<file path="src/usart_pkg.sv">
// Constants, field layouts, types and helper functions for the serial transceiver core.
package usart_pkg;

  // Register byte offsets on the AHB-Lite bus.
  localparam logic [7:0] ADDR_DATA = 8'h00;
  localparam logic [7:0] ADDR_CTRL = 8'h04;

  // Rate factor field encodings of the mode word.
  localparam logic [1:0] RATE_SYNC = 2'h0;
  localparam logic [1:0] RATE_X1 = 2'h1;
  localparam logic [1:0] RATE_X16 = 2'h2;
  localparam logic [1:0] RATE_X64 = 2'h3;

  // Bit clock periods per bit for each factor.
  localparam logic [6:0] TICKS_X1 = 7'h01;
  localparam logic [6:0] TICKS_X16 = 7'h10;
  localparam logic [6:0] TICKS_X64 = 7'h40;

  localparam logic [3:0] CHAR_BITS_MIN = 4'h5;
  localparam logic [3:0] BUS_BITS = 4'h8;
  localparam logic [7:0] HUNT_FILL = 8'hff;

  // Reset values of the pin synchronisers: {sync pin, cts_n, rx line, tx clock, rx clock}.
  localparam logic [4:0] PIN_RST = 5'h0c;

  // Mode word. In synchronous mode stop[0] selects external sync and stop[1] one sync character.
  typedef struct packed {
    logic [1:0] stop;
    logic par_even;
    logic par_en;
    logic [1:0] len;
    logic [1:0] rate;
  } mode_t;

  typedef struct packed {
    logic hunt;
    logic irst;
    logic rts;
    logic err_rst;
    logic brk;
    logic rx_en;
    logic dtr;
    logic tx_en;
  } cmd_t;

  // Address phase of one AHB-Lite transfer, carried into its data phase.
  typedef struct packed {
    logic wr;
    logic data;
    logic ctrl;
  } bus_req_t;

  typedef enum logic [1:0] {CW_MODE, CW_SYNC1, CW_SYNC2, CW_CMD} cw_state_t;
  typedef enum logic [2:0] {RX_IDLE, RX_START, RX_BITS, RX_STOP, RX_HUNT} rx_state_t;
  typedef enum logic {TX_IDLE, TX_SEND} tx_state_t;

  function automatic logic [3:0] char_bits(input logic [1:0] len);
    return CHAR_BITS_MIN + {2'h0, len};
  endfunction : char_bits

  function automatic logic [7:0] char_mask(input logic [1:0] len);
    return 8'hff >> (BUS_BITS - char_bits(len));
  endfunction : char_mask

  function automatic logic [6:0] bit_ticks(input logic [1:0] rate);
    return (rate == RATE_X16) ? TICKS_X16 : (rate == RATE_X64) ? TICKS_X64 : TICKS_X1;
  endfunction : bit_ticks

endpackage : usart_pkg

</file>
<file path="src/usart_receive_and_setup.sv">
// Serial transceiver core: AHB-Lite register slave, mode/command sequencing, transmitter, receiver.
// What this block does
// Receiver disabled forces character-available low and keeps it masked.
// Character-available rises only when enabled and a whole character reaches the holder.
// An unread held character is overwritten by the next one and overrun is flagged.
// A data read coinciding with a new transfer flags overrun; the read returns the old character.
// Sync mode: one bit per receive clock; async: receive clock divided by 1, 16 or 64.
// Sync-detect pin direction set by mode word; after reset an output driving low.
// Internal sync hunt drives sync-detect high when the sync pattern is found.
// A status read clears the sync-detect indication.
// External sync: pin rise starts assembly at next receive clock rise; internal hunt off.
// Async all-zero word raises break-detect until reset or the line returns high.
// Transmitter-ready shows a free holding register and clears on a data write.
// A data read clears character-available.
// Transmission waits for transmit enable and clear-to-send; line marks after reset.
// First control write after reset is the mode, then sync characters, then commands.
// A command with the internal reset bit resets and expects a mode word again.
// The mode is only accepted after a reset and never altered otherwise.
// Parity is not data; short characters sit low, unused bits ignored and read zero.
// Async frame: low start, data LSB first, optional parity, stop bits, on falling tx clock.
// Idle transmit line stays high, or continuously low while break is commanded.
// A falling edge starts a start bit, rechecked low at its centre in 16x/64x.
// Data and parity sampled at bit centres; parity and framing errors flagged; one stop checked.
// Error reset command clears parity, overrun and framing flags; errors never stop operation.
// Address selects control/status or data transfers.
// The system holds master reset at least six clocks with the clock running.
// In 16x/64x the start centre is found by counting 8 or 32 receive clocks.
//
// The AHB-Lite register port and the address map were left to the implementer.
`timescale 1ns/10ps
module usart_receive_and_setup (
  input wire logic ref_clk,
  input wire logic sys_rst,
  input wire logic clk_en,
  input wire logic hsel,
  input wire logic [31:0] haddr,
  input wire logic [1:0] htrans,
  input wire logic hwrite,
  input wire logic [2:0] hsize,
  input wire logic [31:0] hwdata,
  input wire logic hready,
  output logic hreadyout,
  output logic [31:0] hrdata,
  output logic hresp,
  input wire logic receive_bit_clock,
  input wire logic transmit_bit_clock,
  input wire logic rx_line,
  input wire logic clear_to_send_n,
  input wire logic sync_found_pin_i,
  output logic sync_found_pin_o,
  output logic sync_found_pin_oe,
  output logic tx_line,
  output logic rx_char_available,
  output logic tx_holding_free,
  output logic tx_all_sent,
  output logic break_found,
  output logic request_to_send_n,
  output logic terminal_ready_n
);

  logic [4:0] pin_s1_reg;
  logic [4:0] pin_s2_reg;
  logic [4:0] pin_d_reg;
  usart_pkg::bus_req_t req_reg;
  logic [31:0] hrdata_reg;
  usart_pkg::cw_state_t cw_reg;
  usart_pkg::mode_t mode_reg;
  usart_pkg::cmd_t cmd_reg;
  logic [7:0] sync1_reg;
  logic [7:0] sync2_reg;
  usart_pkg::rx_state_t rx_state_reg;
  logic [6:0] rx_cnt_reg;
  logic [3:0] rx_bitn_reg;
  logic [7:0] rx_shift_reg;
  logic rx_par_reg;
  logic rx_or_reg;
  logic rx_prev_reg;
  logic rx_seen_high_reg;
  logic rx_en_start_reg;
  logic chk2_reg;
  logic ext_pend_reg;
  logic [7:0] rx_data_reg;
  logic rx_char_available_reg;
  logic pe_reg;
  logic oe_reg;
  logic fe_reg;
  logic sync_found_pin_reg;
  logic brk_reg;
  logic [7:0] tx_hold_reg;
  logic tx_full_reg;
  usart_pkg::tx_state_t tx_state_reg;
  logic [11:0] tx_sh_reg;
  logic [3:0] tx_left_reg;
  logic [6:0] tx_cnt_reg;
  logic tx_line_reg;

  // Synchronised pin levels and edges of the two bit clocks.
  wire rxc_s = pin_s2_reg[0];
  wire txc_s = pin_s2_reg[1];
  wire rxl = pin_s2_reg[2];
  wire cts_ok = ~pin_s2_reg[3];
  wire sin_s = pin_s2_reg[4];
  wire rx_rise = rxc_s & ~pin_d_reg[0];
  wire tx_fall = ~txc_s & pin_d_reg[1];
  wire sin_rise = sin_s & ~pin_d_reg[4];

  // Bus decode.
  wire bus_take = hsel & htrans[1] & hready & clk_en;
  wire addr_data = (haddr[7:0] == usart_pkg::ADDR_DATA);
  wire addr_ctrl = (haddr[7:0] == usart_pkg::ADDR_CTRL);
  wire data_rd = bus_take & ~hwrite & addr_data;
  wire stat_rd = bus_take & ~hwrite & addr_ctrl;
  wire data_wr = clk_en & req_reg.wr & req_reg.data;
  wire ctrl_wr = clk_en & req_reg.wr & req_reg.ctrl;
  wire [7:0] wbyte = hwdata[7:0];
  wire mode_wr = ctrl_wr & (cw_reg == usart_pkg::CW_MODE);
  wire cmd_wr = ctrl_wr & (cw_reg == usart_pkg::CW_CMD);
  wire soft_rst = cmd_wr & wbyte[6];
  wire err_clr = cmd_wr & wbyte[4];
  wire hunt_cmd = cmd_wr & wbyte[7] & (mode_reg.rate == usart_pkg::RATE_SYNC);
  usart_pkg::mode_t wmode;
  assign wmode = usart_pkg::mode_t'(wbyte);

  // Format decode.
  wire is_sync = (mode_reg.rate == usart_pkg::RATE_SYNC);
  wire ext_mode = is_sync & mode_reg.stop[0];
  wire one_sync = mode_reg.stop[1];
  wire [3:0] cbits = usart_pkg::char_bits(mode_reg.len);
  wire [3:0] rx_total = cbits + {3'h0, mode_reg.par_en};
  wire [6:0] ticks = usart_pkg::bit_ticks(mode_reg.rate);
  wire [6:0] half = ticks >> 1;
  wire [7:0] cmask = usart_pkg::char_mask(mode_reg.len);

  // Receiver bit sampling; one sample per bit at its centre.
  wire ext_take = rx_rise & (rx_state_reg == usart_pkg::RX_HUNT) & ext_mode & ext_pend_reg;
  wire sample_bit = (rx_rise & (rx_state_reg == usart_pkg::RX_BITS) & (rx_cnt_reg == 7'h00))
                    | ext_take;
  wire last_bit = sample_bit & (rx_bitn_reg == rx_total - 4'h1);
  wire [7:0] shift_in = (rx_bitn_reg < cbits) ? {rxl, rx_shift_reg[7:1]} : rx_shift_reg;
  wire [7:0] hunt_in = {rxl, rx_shift_reg[7:1]};
  wire [7:0] hunt_word = hunt_in >> (usart_pkg::BUS_BITS - cbits);
  wire hunt_match = rx_rise & (rx_state_reg == usart_pkg::RX_HUNT) & ~ext_mode
                    & (hunt_word == sync1_reg);
  wire stop_take = rx_rise & (rx_state_reg == usart_pkg::RX_STOP) & (rx_cnt_reg == 7'h00);
  wire [7:0] rx_word = (is_sync ? shift_in : rx_shift_reg) >> (usart_pkg::BUS_BITS - cbits);
  wire sync2_match = last_bit & chk2_reg & (rx_word == sync2_reg);
  wire rx_deliver = stop_take | (last_bit & is_sync & ~chk2_reg);
  wire par_now = is_sync ? (rx_par_reg ^ rxl) : rx_par_reg;
  wire perr = mode_reg.par_en & (par_now ^ ~mode_reg.par_even);
  wire en_ok = is_sync | rx_en_start_reg;
  wire brk_hit = stop_take & ~rxl & ~rx_or_reg;
  wire start_edge = rx_rise & (rx_state_reg == usart_pkg::RX_IDLE) & ~is_sync
                    & rx_seen_high_reg & rx_prev_reg & ~rxl;
  wire sync_found_pin_set = hunt_match & one_sync | sync2_match | ext_take;

  // Transmitter load and frame.
  wire tx_done = (tx_state_reg == usart_pkg::TX_SEND) & (tx_cnt_reg == 7'h00)
                 & (tx_left_reg == 4'h0);
  wire tx_load = tx_fall & tx_full_reg & cmd_reg.tx_en & cts_ok
                 & ((tx_state_reg == usart_pkg::TX_IDLE) | tx_done);
  wire [7:0] tx_md = tx_hold_reg & cmask;
  wire tx_par = (^tx_md) ^ ~mode_reg.par_even;
  wire [11:0] tx_base = (12'hfff << cbits) | {4'h0, tx_md};
  wire [11:0] tx_frame = mode_reg.par_en ? (tx_base & ~(12'h001 << cbits))
                         | ({11'h000, tx_par} << cbits) : tx_base;
  wire [3:0] tx_stops = mode_reg.stop[1] ? 4'h2 : 4'h1;
  wire configured = (cw_reg == usart_pkg::CW_CMD);
  wire tx_free_st = configured & ~tx_full_reg;

  wire [7:0] status = {1'h0, is_sync ? sync_found_pin_reg : brk_reg, fe_reg, oe_reg, pe_reg,
                       tx_all_sent, rx_char_available_reg, tx_free_st};

  // Outputs.
  assign hreadyout = clk_en;
  assign hresp = 1'h0;
  assign hrdata = hrdata_reg;
  assign rx_char_available = rx_char_available_reg;
  assign tx_holding_free = tx_free_st & cmd_reg.tx_en;
  assign tx_all_sent = ~tx_full_reg & (tx_state_reg == usart_pkg::TX_IDLE);
  assign tx_line = ~cmd_reg.brk & tx_line_reg;
  assign break_found = brk_reg;
  assign sync_found_pin_o = is_sync ? sync_found_pin_reg : brk_reg;
  assign sync_found_pin_oe = ~ext_mode;
  assign request_to_send_n = ~cmd_reg.rts;
  assign terminal_ready_n = ~cmd_reg.dtr;

  // Two-stage synchronisers, then an edge-detect stage read from the second.
  always_ff @(posedge ref_clk or posedge sys_rst) begin
    if (sys_rst) begin
      pin_s1_reg <= usart_pkg::PIN_RST;
      pin_s2_reg <= usart_pkg::PIN_RST;
      pin_d_reg <= usart_pkg::PIN_RST;
    end else if (clk_en) begin
      pin_s1_reg <= {sync_found_pin_i, clear_to_send_n, rx_line, transmit_bit_clock,
                     receive_bit_clock};
      pin_s2_reg <= pin_s1_reg;
      pin_d_reg <= pin_s2_reg;
    end
  end

  // Zero-wait AHB-Lite slave; read data is captured in the address phase.
  always_ff @(posedge ref_clk or posedge sys_rst) begin
    if (sys_rst) begin
      req_reg <= '0;
      hrdata_reg <= 32'h0000_0000;
    end else if (clk_en) begin
      req_reg <= bus_take ? {hwrite, addr_data, addr_ctrl} : 3'h0;
      hrdata_reg <= data_rd ? {24'h00_0000, rx_data_reg} :
                    stat_rd ? {24'h00_0000, status} : 32'h0000_0000;
    end
  end

  // Control write sequencer.
  always_ff @(posedge ref_clk or posedge sys_rst) begin
    if (sys_rst) begin
      cw_reg <= usart_pkg::CW_MODE;
      mode_reg <= '0;
      cmd_reg <= '0;
      sync1_reg <= 8'h00;
      sync2_reg <= 8'h00;
    end else if (clk_en && ctrl_wr) begin
      case (cw_reg)
        usart_pkg::CW_MODE: begin
          mode_reg <= wmode;
          cw_reg <= (wmode.rate == usart_pkg::RATE_SYNC) ? usart_pkg::CW_SYNC1 : usart_pkg::CW_CMD;
        end
        usart_pkg::CW_SYNC1: begin
          sync1_reg <= wbyte & cmask;
          cw_reg <= one_sync ? usart_pkg::CW_CMD : usart_pkg::CW_SYNC2;
        end
        usart_pkg::CW_SYNC2: begin
          sync2_reg <= wbyte & cmask;
          cw_reg <= usart_pkg::CW_CMD;
        end
        default: begin
          cmd_reg <= soft_rst ? '0 : usart_pkg::cmd_t'(wbyte);
          if (soft_rst) begin
            cw_reg <= usart_pkg::CW_MODE;
          end
        end
      endcase
    end
  end

  // Receiver sequencer.
  always_ff @(posedge ref_clk or posedge sys_rst) begin
    if (sys_rst) begin
      rx_state_reg <= usart_pkg::RX_IDLE;
      rx_cnt_reg <= 7'h00;
      rx_bitn_reg <= 4'h0;
      rx_shift_reg <= usart_pkg::HUNT_FILL;
      rx_par_reg <= 1'h0;
      rx_or_reg <= 1'h0;
      rx_prev_reg <= 1'h1;
      rx_seen_high_reg <= 1'h0;
      rx_en_start_reg <= 1'h0;
      chk2_reg <= 1'h0;
      ext_pend_reg <= 1'h0;
    end else if (clk_en) begin
      if (soft_rst || mode_wr) begin
        rx_state_reg <= (mode_wr && wmode.rate == usart_pkg::RATE_SYNC) ?
                        usart_pkg::RX_HUNT : usart_pkg::RX_IDLE;
        rx_shift_reg <= usart_pkg::HUNT_FILL;
        rx_bitn_reg <= 4'h0;
        rx_seen_high_reg <= 1'h0;
        chk2_reg <= 1'h0;
        ext_pend_reg <= 1'h0;
      end else if (hunt_cmd) begin
        rx_state_reg <= usart_pkg::RX_HUNT;
        rx_shift_reg <= usart_pkg::HUNT_FILL;
        ext_pend_reg <= 1'h0;
      end else begin
        if (sin_rise && ext_mode) begin
          ext_pend_reg <= 1'h1;
        end
        if (rx_rise) begin
          rx_prev_reg <= rxl;
          if (rxl) begin
            rx_seen_high_reg <= 1'h1;
          end
        end
        if (start_edge) begin
          rx_bitn_reg <= 4'h0;
          rx_par_reg <= 1'h0;
          rx_or_reg <= 1'h0;
          rx_en_start_reg <= cmd_reg.rx_en;
          rx_cnt_reg <= (mode_reg.rate == usart_pkg::RATE_X1) ? 7'h00 : half - 7'h01;
          rx_state_reg <= (mode_reg.rate == usart_pkg::RATE_X1) ?
                          usart_pkg::RX_BITS : usart_pkg::RX_START;
        end else if (rx_rise && rx_state_reg == usart_pkg::RX_START) begin
          if (rx_cnt_reg != 7'h00) begin
            rx_cnt_reg <= rx_cnt_reg - 7'h01;
          end else if (!rxl) begin
            rx_state_reg <= usart_pkg::RX_BITS;
            rx_cnt_reg <= ticks - 7'h01;
            rx_en_start_reg <= cmd_reg.rx_en;
          end else begin
            rx_state_reg <= usart_pkg::RX_IDLE;
          end
        end else if (hunt_match) begin
          rx_state_reg <= usart_pkg::RX_BITS;
          rx_bitn_reg <= 4'h0;
          rx_par_reg <= 1'h0;
          chk2_reg <= ~one_sync;
          rx_shift_reg <= hunt_in;
        end else if (rx_rise && rx_state_reg == usart_pkg::RX_HUNT && !ext_take) begin
          rx_shift_reg <= hunt_in;
        end else if (sample_bit) begin
          rx_shift_reg <= shift_in;
          rx_par_reg <= rx_par_reg ^ rxl;
          rx_or_reg <= rx_or_reg | rxl;
          rx_cnt_reg <= ticks - 7'h01;
          rx_bitn_reg <= last_bit ? 4'h0 : rx_bitn_reg + 4'h1;
          ext_pend_reg <= 1'h0;
          if (ext_take) begin
            rx_state_reg <= usart_pkg::RX_BITS;
            rx_par_reg <= rxl;
            rx_or_reg <= rxl;
          end
          if (last_bit) begin
            chk2_reg <= 1'h0;
            if (!is_sync) begin
              rx_state_reg <= usart_pkg::RX_STOP;
            end else begin
              rx_par_reg <= 1'h0;
              if (chk2_reg && !sync2_match) begin
                rx_state_reg <= usart_pkg::RX_HUNT;
                rx_shift_reg <= usart_pkg::HUNT_FILL;
              end
            end
          end
        end else if (rx_rise && rx_state_reg != usart_pkg::RX_IDLE) begin
          if (rx_cnt_reg != 7'h00) begin
            rx_cnt_reg <= rx_cnt_reg - 7'h01;
          end else if (rx_state_reg == usart_pkg::RX_STOP) begin
            rx_state_reg <= usart_pkg::RX_IDLE;
          end
        end
      end
    end
  end

  // Received character holder, flags and detect indications.
  always_ff @(posedge ref_clk or posedge sys_rst) begin
    if (sys_rst) begin
      rx_data_reg <= 8'h00;
      rx_char_available_reg <= 1'h0;
      pe_reg <= 1'h0;
      oe_reg <= 1'h0;
      fe_reg <= 1'h0;
      sync_found_pin_reg <= 1'h0;
      brk_reg <= 1'h0;
    end else if (clk_en) begin
      if (soft_rst) begin
        rx_char_available_reg <= 1'h0;
        pe_reg <= 1'h0;
        oe_reg <= 1'h0;
        fe_reg <= 1'h0;
        sync_found_pin_reg <= 1'h0;
        brk_reg <= 1'h0;
      end else begin
        if (rx_deliver) begin
          rx_data_reg <= rx_word;
        end
        if (!cmd_reg.rx_en) begin
          rx_char_available_reg <= 1'h0;
        end else if (rx_deliver && en_ok) begin
          rx_char_available_reg <= 1'h1;
        end else if (data_rd) begin
          rx_char_available_reg <= 1'h0;
        end
        if (rx_deliver && (rx_char_available_reg || data_rd)) begin
          oe_reg <= 1'h1;
        end else if (err_clr) begin
          oe_reg <= 1'h0;
        end
        if (rx_deliver && perr) begin
          pe_reg <= 1'h1;
        end else if (err_clr) begin
          pe_reg <= 1'h0;
        end
        if (stop_take && !rxl) begin
          fe_reg <= 1'h1;
        end else if (err_clr) begin
          fe_reg <= 1'h0;
        end
        if (sync_found_pin_set) begin
          sync_found_pin_reg <= 1'h1;
        end else if (stat_rd) begin
          sync_found_pin_reg <= 1'h0;
        end
        if (brk_hit) begin
          brk_reg <= 1'h1;
        end else if (rxl) begin
          brk_reg <= 1'h0;
        end
      end
    end
  end

  // Transmitter: the holding register feeds a shifter paced by falling transmit clock edges.
  always_ff @(posedge ref_clk or posedge sys_rst) begin
    if (sys_rst) begin
      tx_hold_reg <= 8'h00;
      tx_full_reg <= 1'h0;
      tx_state_reg <= usart_pkg::TX_IDLE;
      tx_sh_reg <= 12'hfff;
      tx_left_reg <= 4'h0;
      tx_cnt_reg <= 7'h00;
      tx_line_reg <= 1'h1;
    end else if (clk_en) begin
      if (soft_rst) begin
        tx_full_reg <= 1'h0;
        tx_state_reg <= usart_pkg::TX_IDLE;
        tx_line_reg <= 1'h1;
      end else begin
        if (data_wr) begin
          tx_hold_reg <= wbyte;
        end
        tx_full_reg <= data_wr | (tx_full_reg & ~tx_load);
        if (tx_load) begin
          tx_state_reg <= usart_pkg::TX_SEND;
          tx_cnt_reg <= ticks - 7'h01;
          tx_line_reg <= is_sync ? tx_frame[0] : 1'h0;
          tx_sh_reg <= is_sync ? tx_frame >> 1 : tx_frame;
          tx_left_reg <= is_sync ? rx_total - 4'h1 : rx_total + tx_stops;
        end else if (tx_fall && tx_state_reg == usart_pkg::TX_SEND) begin
          if (tx_cnt_reg != 7'h00) begin
            tx_cnt_reg <= tx_cnt_reg - 7'h01;
          end else if (tx_left_reg == 4'h0) begin
            tx_state_reg <= usart_pkg::TX_IDLE;
            tx_line_reg <= 1'h1;
          end else begin
            tx_line_reg <= tx_sh_reg[0];
            tx_sh_reg <= {1'h1, tx_sh_reg[11:1]};
            tx_left_reg <= tx_left_reg - 4'h1;
            tx_cnt_reg <= ticks - 7'h01;
          end
        end
      end
    end
  end
endmodule : usart_receive_and_setup

</file>
<file path="config.mk">
export PLATFORM = sky130hd
export DESIGN_NAME = usart_receive_and_setup
export DESIGN_NICKNAME = d
export VERILOG_FILES = /design/src/usart_pkg.sv /design/src/usart_receive_and_setup.sv
export SDC_FILE = /design/constraint.sdc
export NUM_CORES = 1
export LEC_CHECK = 0
export CORE_ASPECT_RATIO = 0.6
export CORE_UTILIZATION = 50
export CTS_BUF_LIST = sky130_fd_sc_hd__clkbuf_8
export DETAILED_ROUTE_END_ITERATION = 12
export DONT_BUFFER_PORTS = 1
export PLACE_DENSITY = 0.74
export SLEW_MARGIN = 15
export SYNTH_ARGS = -nofsm -noshare
export SYNTH_HDL_FRONTEND = slang
export SYNTH_SLANG_ARGS = --single-unit
</file>
<file path="constraint.sdc">
create_clock -name ref_clk -period 12.17 [get_ports ref_clk]
set_clock_uncertainty 0.15 [all_clocks]
set_input_delay 1.217 -clock ref_clk [delete_from_list [all_inputs] [get_ports ref_clk]]
set_output_delay 1.217 -clock ref_clk [all_outputs]
set_load 0.005 [all_outputs]
</file>
==> results.py <==
metrics = {
    "status": {
        "status": "finished clean",
    },
    "pwr": {
        "power_mw": 1.04,
        "vdd.ir_drop.worst_uv": 104,
        "clkPwrFrac": 0.358,
        "swShare": 0.296,
        "p_comb_frac": 0.140,
        "p_switching_uw": 307,
        "cellPowerDensity_nw_per_um2": 118,
        "pwr-share-seq": 0.501,
        "leakage_nw": 3.74,
        "p_int_uw": 729,
    },
    "flow_run": {
        "max-cap-violations": 0,
    },
    "placed_design": {
        "dpl.hpwl_um": 15800,
        "placed_cells": 1107,
        "finalWeightedCongestion": 0.954,
        "io_buffers": 0,
        "post-place-ws_ps": 6230,
    },
    "yosys": {
        "synthArstFlopShare": 1.00,
        "synth_cell_types": 86,
        "synth_top_area_share": 0.318,
        "yosys-top-cells-count": "dfrtp_1, nand2_1, o21ai_0, nor2_1, a21oi_1",
        "syn_area_um2": 8350,
        "synthTopCellsByArea": "dfrtp_1, dfstp_2, o21ai_0",
        "seq_area_frac_synth": 0.400,
        "synthCells": 918,
        "synth_top_area_cell": "dfrtp_1",
        "synth_edf_count": 0,
        "ys_ff_latch": 132,
        "avgSynthCellArea_um2": 9.09,
        "yosysWarningCount": 0,
        "synth_most_common_cell": "dfrtp_1",
        "synthFlopType": "dfrtp_1",
    },
    "floorplanning": {
        "die_w_um": 169,
        "die-area_um2": 17200,
        "initial_utilization": 0.513,
        "ios": 123,
        "die_y_um": 102,
        "core_um2": 16300,
        "rows": 36,
    },
    "layout": {
        "largest_register_ffs": 12,
        "nNetsFinal": 1006,
        "final_layout_size_suffix_gt1_frac": 0.130,
        "area_delta_synth_final_pct": 5.10,
        "num_antenna_cells": 0,
        "final_cells": 1139,
        "nFillCells": 1489,
    },
    "timing": {
        "finalCritPeriodShare": 0.498,
        "drv_slew": 0,
        "setup_viol": 0,
        "hold-worst-slack_ps": 327,
        "fmax_mhz": 165,
        "rsz0062_at_grt": "false",
        "timing.final.ws_setup_ps": 6110,
        "worstMarginPinSlew_ps": 1010,
        "hold_viol_final": 0,
        "min_period_ps": 6060,
        "max_slew_margin": 0.325,
        "fin_setup_tns_ps": 0,
    },
    "worst_setup_path": {
        "crit_path_start_kind": "flop",
        "r2r-start": "mode_reg[2]",
        "endpoint_kind": "flop",
        "path_cells": "clkinv_1 -> ha_1 -> inv_1 -> fa_1 -> ha_1 -> xor2_1 -> nand2_1 -> nor4b_1 -> nand3_1 -> nor3b_1 -> o2111a_1 -> a41oi_2 -> o21ai_0 -> a22oi_1",
        "crit_start": "mode_reg[2]",
        "worstPathRequired_ps": 12330,
        "cp_common_cell": "ha_1",
        "worstSetupPathType": "reg2reg",
        "slowest_stage": "dfrtp_1",
        "crit_arrival_ps": 6230,
        "critPathMaxFanout": 25,
        "slowest_delay_ps": 960,
    },
    "drt": {
        "drc_errors": 0,
        "drt_pass1_iterations": 7,
        "drtAntennaViolNets": 0,
        "post_drt_wl_per_cell_um": 19.3,
        "vias": 6963,
        "drtIter0Drc": 795,
        "via_per_inst": 6.11,
        "wirelength_um": 22000,
    },
    "global_routing": {
        "grt_overflow": 0,
        "grt_pass1_vias": 6160,
        "top_usage_layer": "met1",
        "gr-usage-met1": 0.422,
        "grt_max_degree": 76,
        "use_met2": 0.331,
        "grt_antenna_before_repair": 0,
        "grt_pass1_wl_um": 34500,
        "use_met3": 0.0782,
        "groute.usage.overall": 0.265,
    },
    "clock_tree": {
        "insertion_delay_ps": 460,
        "ctsHoldBuffers": 0,
        "root_buffer": "clkbuf_8",
        "tritoncts": "yes",
        "cts_buffer_depth": 2,
        "clkTransAtPathRegs_ps": 90,
        "cts_num_sinks": 132,
        "cts-buffers-inserted": 17,
        "cts_resized": 0,
        "cts_htree_levels": 4,
        "cts_post_setup_buffers_inserted": 0,
    },
    "hold_path": {
        "hp-class": "reg2reg",
        "min_from": "tx_sh_reg[7]",
    },
}
==> area by class of cell <==
cell class                      instances  area, um^2  share of cell area
Multi-Input combinational cell        696        4560               0.519
Clock buffer                           18         248              0.0282
Sequential cell                       132        3340               0.380
Tap cell                              228         285              0.0325
Inverter                               48         185              0.0211
Clock inverter                         14         139              0.0158
Timing Repair Buffer                    3        22.5             0.00257
==> power groups by stage <==
stage,Combinational [mW],Clock [mW],Sequential [mW]
2_1_floorplan,0.135,0,0.507
3_3_place_gp,0.140,0,0.524
3_5_place_dp,0.144,0,0.525
4_1_cts,0.145,0.375,0.517
5_1_grt,0.167,0.395,0.524
6_report,0.145,0.371,0.519
==> through the flow <==
stage | utilization | area, um^2
after detailed placement | 0.515 | 8380
after floorplan | - | 8440
after global routing | 0.539 | 8770
after CTS | 0.539 | 8770
final | 0.539 | 8770
after global placement | 0.515 | 8380
==> worst paths after layout <==
check                                   to  slack [ps]  cells past startpoint
hold reg to reg               tx_sh_reg[7]         330                      2
hold / removal                tx_sh_reg[7]         330                      2
setup reg to reg           rx_state_reg[2]        6110                     14
min in group asynchronous        hrdata[2]         510                      1
max in group asynchronous        hrdata[3]        9980                      2
setup / recovery           rx_state_reg[2]        6110                     14
==> cell usage in the layout (no fill, tap or decap), types with 9 or more instances in the layout <==
cell type and count:
nor3_1 22, a21oi_1 47, and3_1 18, conb_1 25, nor2_1 66, nand3_1 30
dfstp_2 26, o211ai_1 11, xnor2_1 10, a22o_1 13, mux2_2 38, mux2i_1 13
clkbuf_8 18, nand2b_1 11, nand2_1 94, ha_1 26, nor2b_1 9, inv_1 46
o21ai_0 91, dfrtp_1 106
==> routing by layer <==
metal | wire [um] | vias to the layer above
li1 | - | 3246
met1 | 10900 | 3337
met2 | 8190 | 358
met3 | 2600 | 22
met4 | 298 | 0
met5 | 0 | -
==> cells by family after synthesis <==
| kind of cell | after synthesis | synth area share |
|---|---|---|
| simple gates | 302 | 0.177 |
| fa+ha+maj | 28 | 0.0438 |
| xor+xnor | 20 | 0.0252 |
| compound gates | 267 | 0.214 |
| mux | 54 | 0.0741 |
| flops | 132 | 0.400 |
| other cells | 1 | 0.000449 |
| buf+inv | 114 | 0.0658 |
==> worst max-delay path, delay by kind of cell, from the launching register on <==
kind	cells	cell delay, ps
AOI/OAI and AO/OA	4	1230
xor gates and xnor gates	1	150
adders and majority gates	3	1300
buffers and inverters	2	820
DFF	1	960
and+or+nand+nor	4	1290
(Power assumes the default switching activity.)
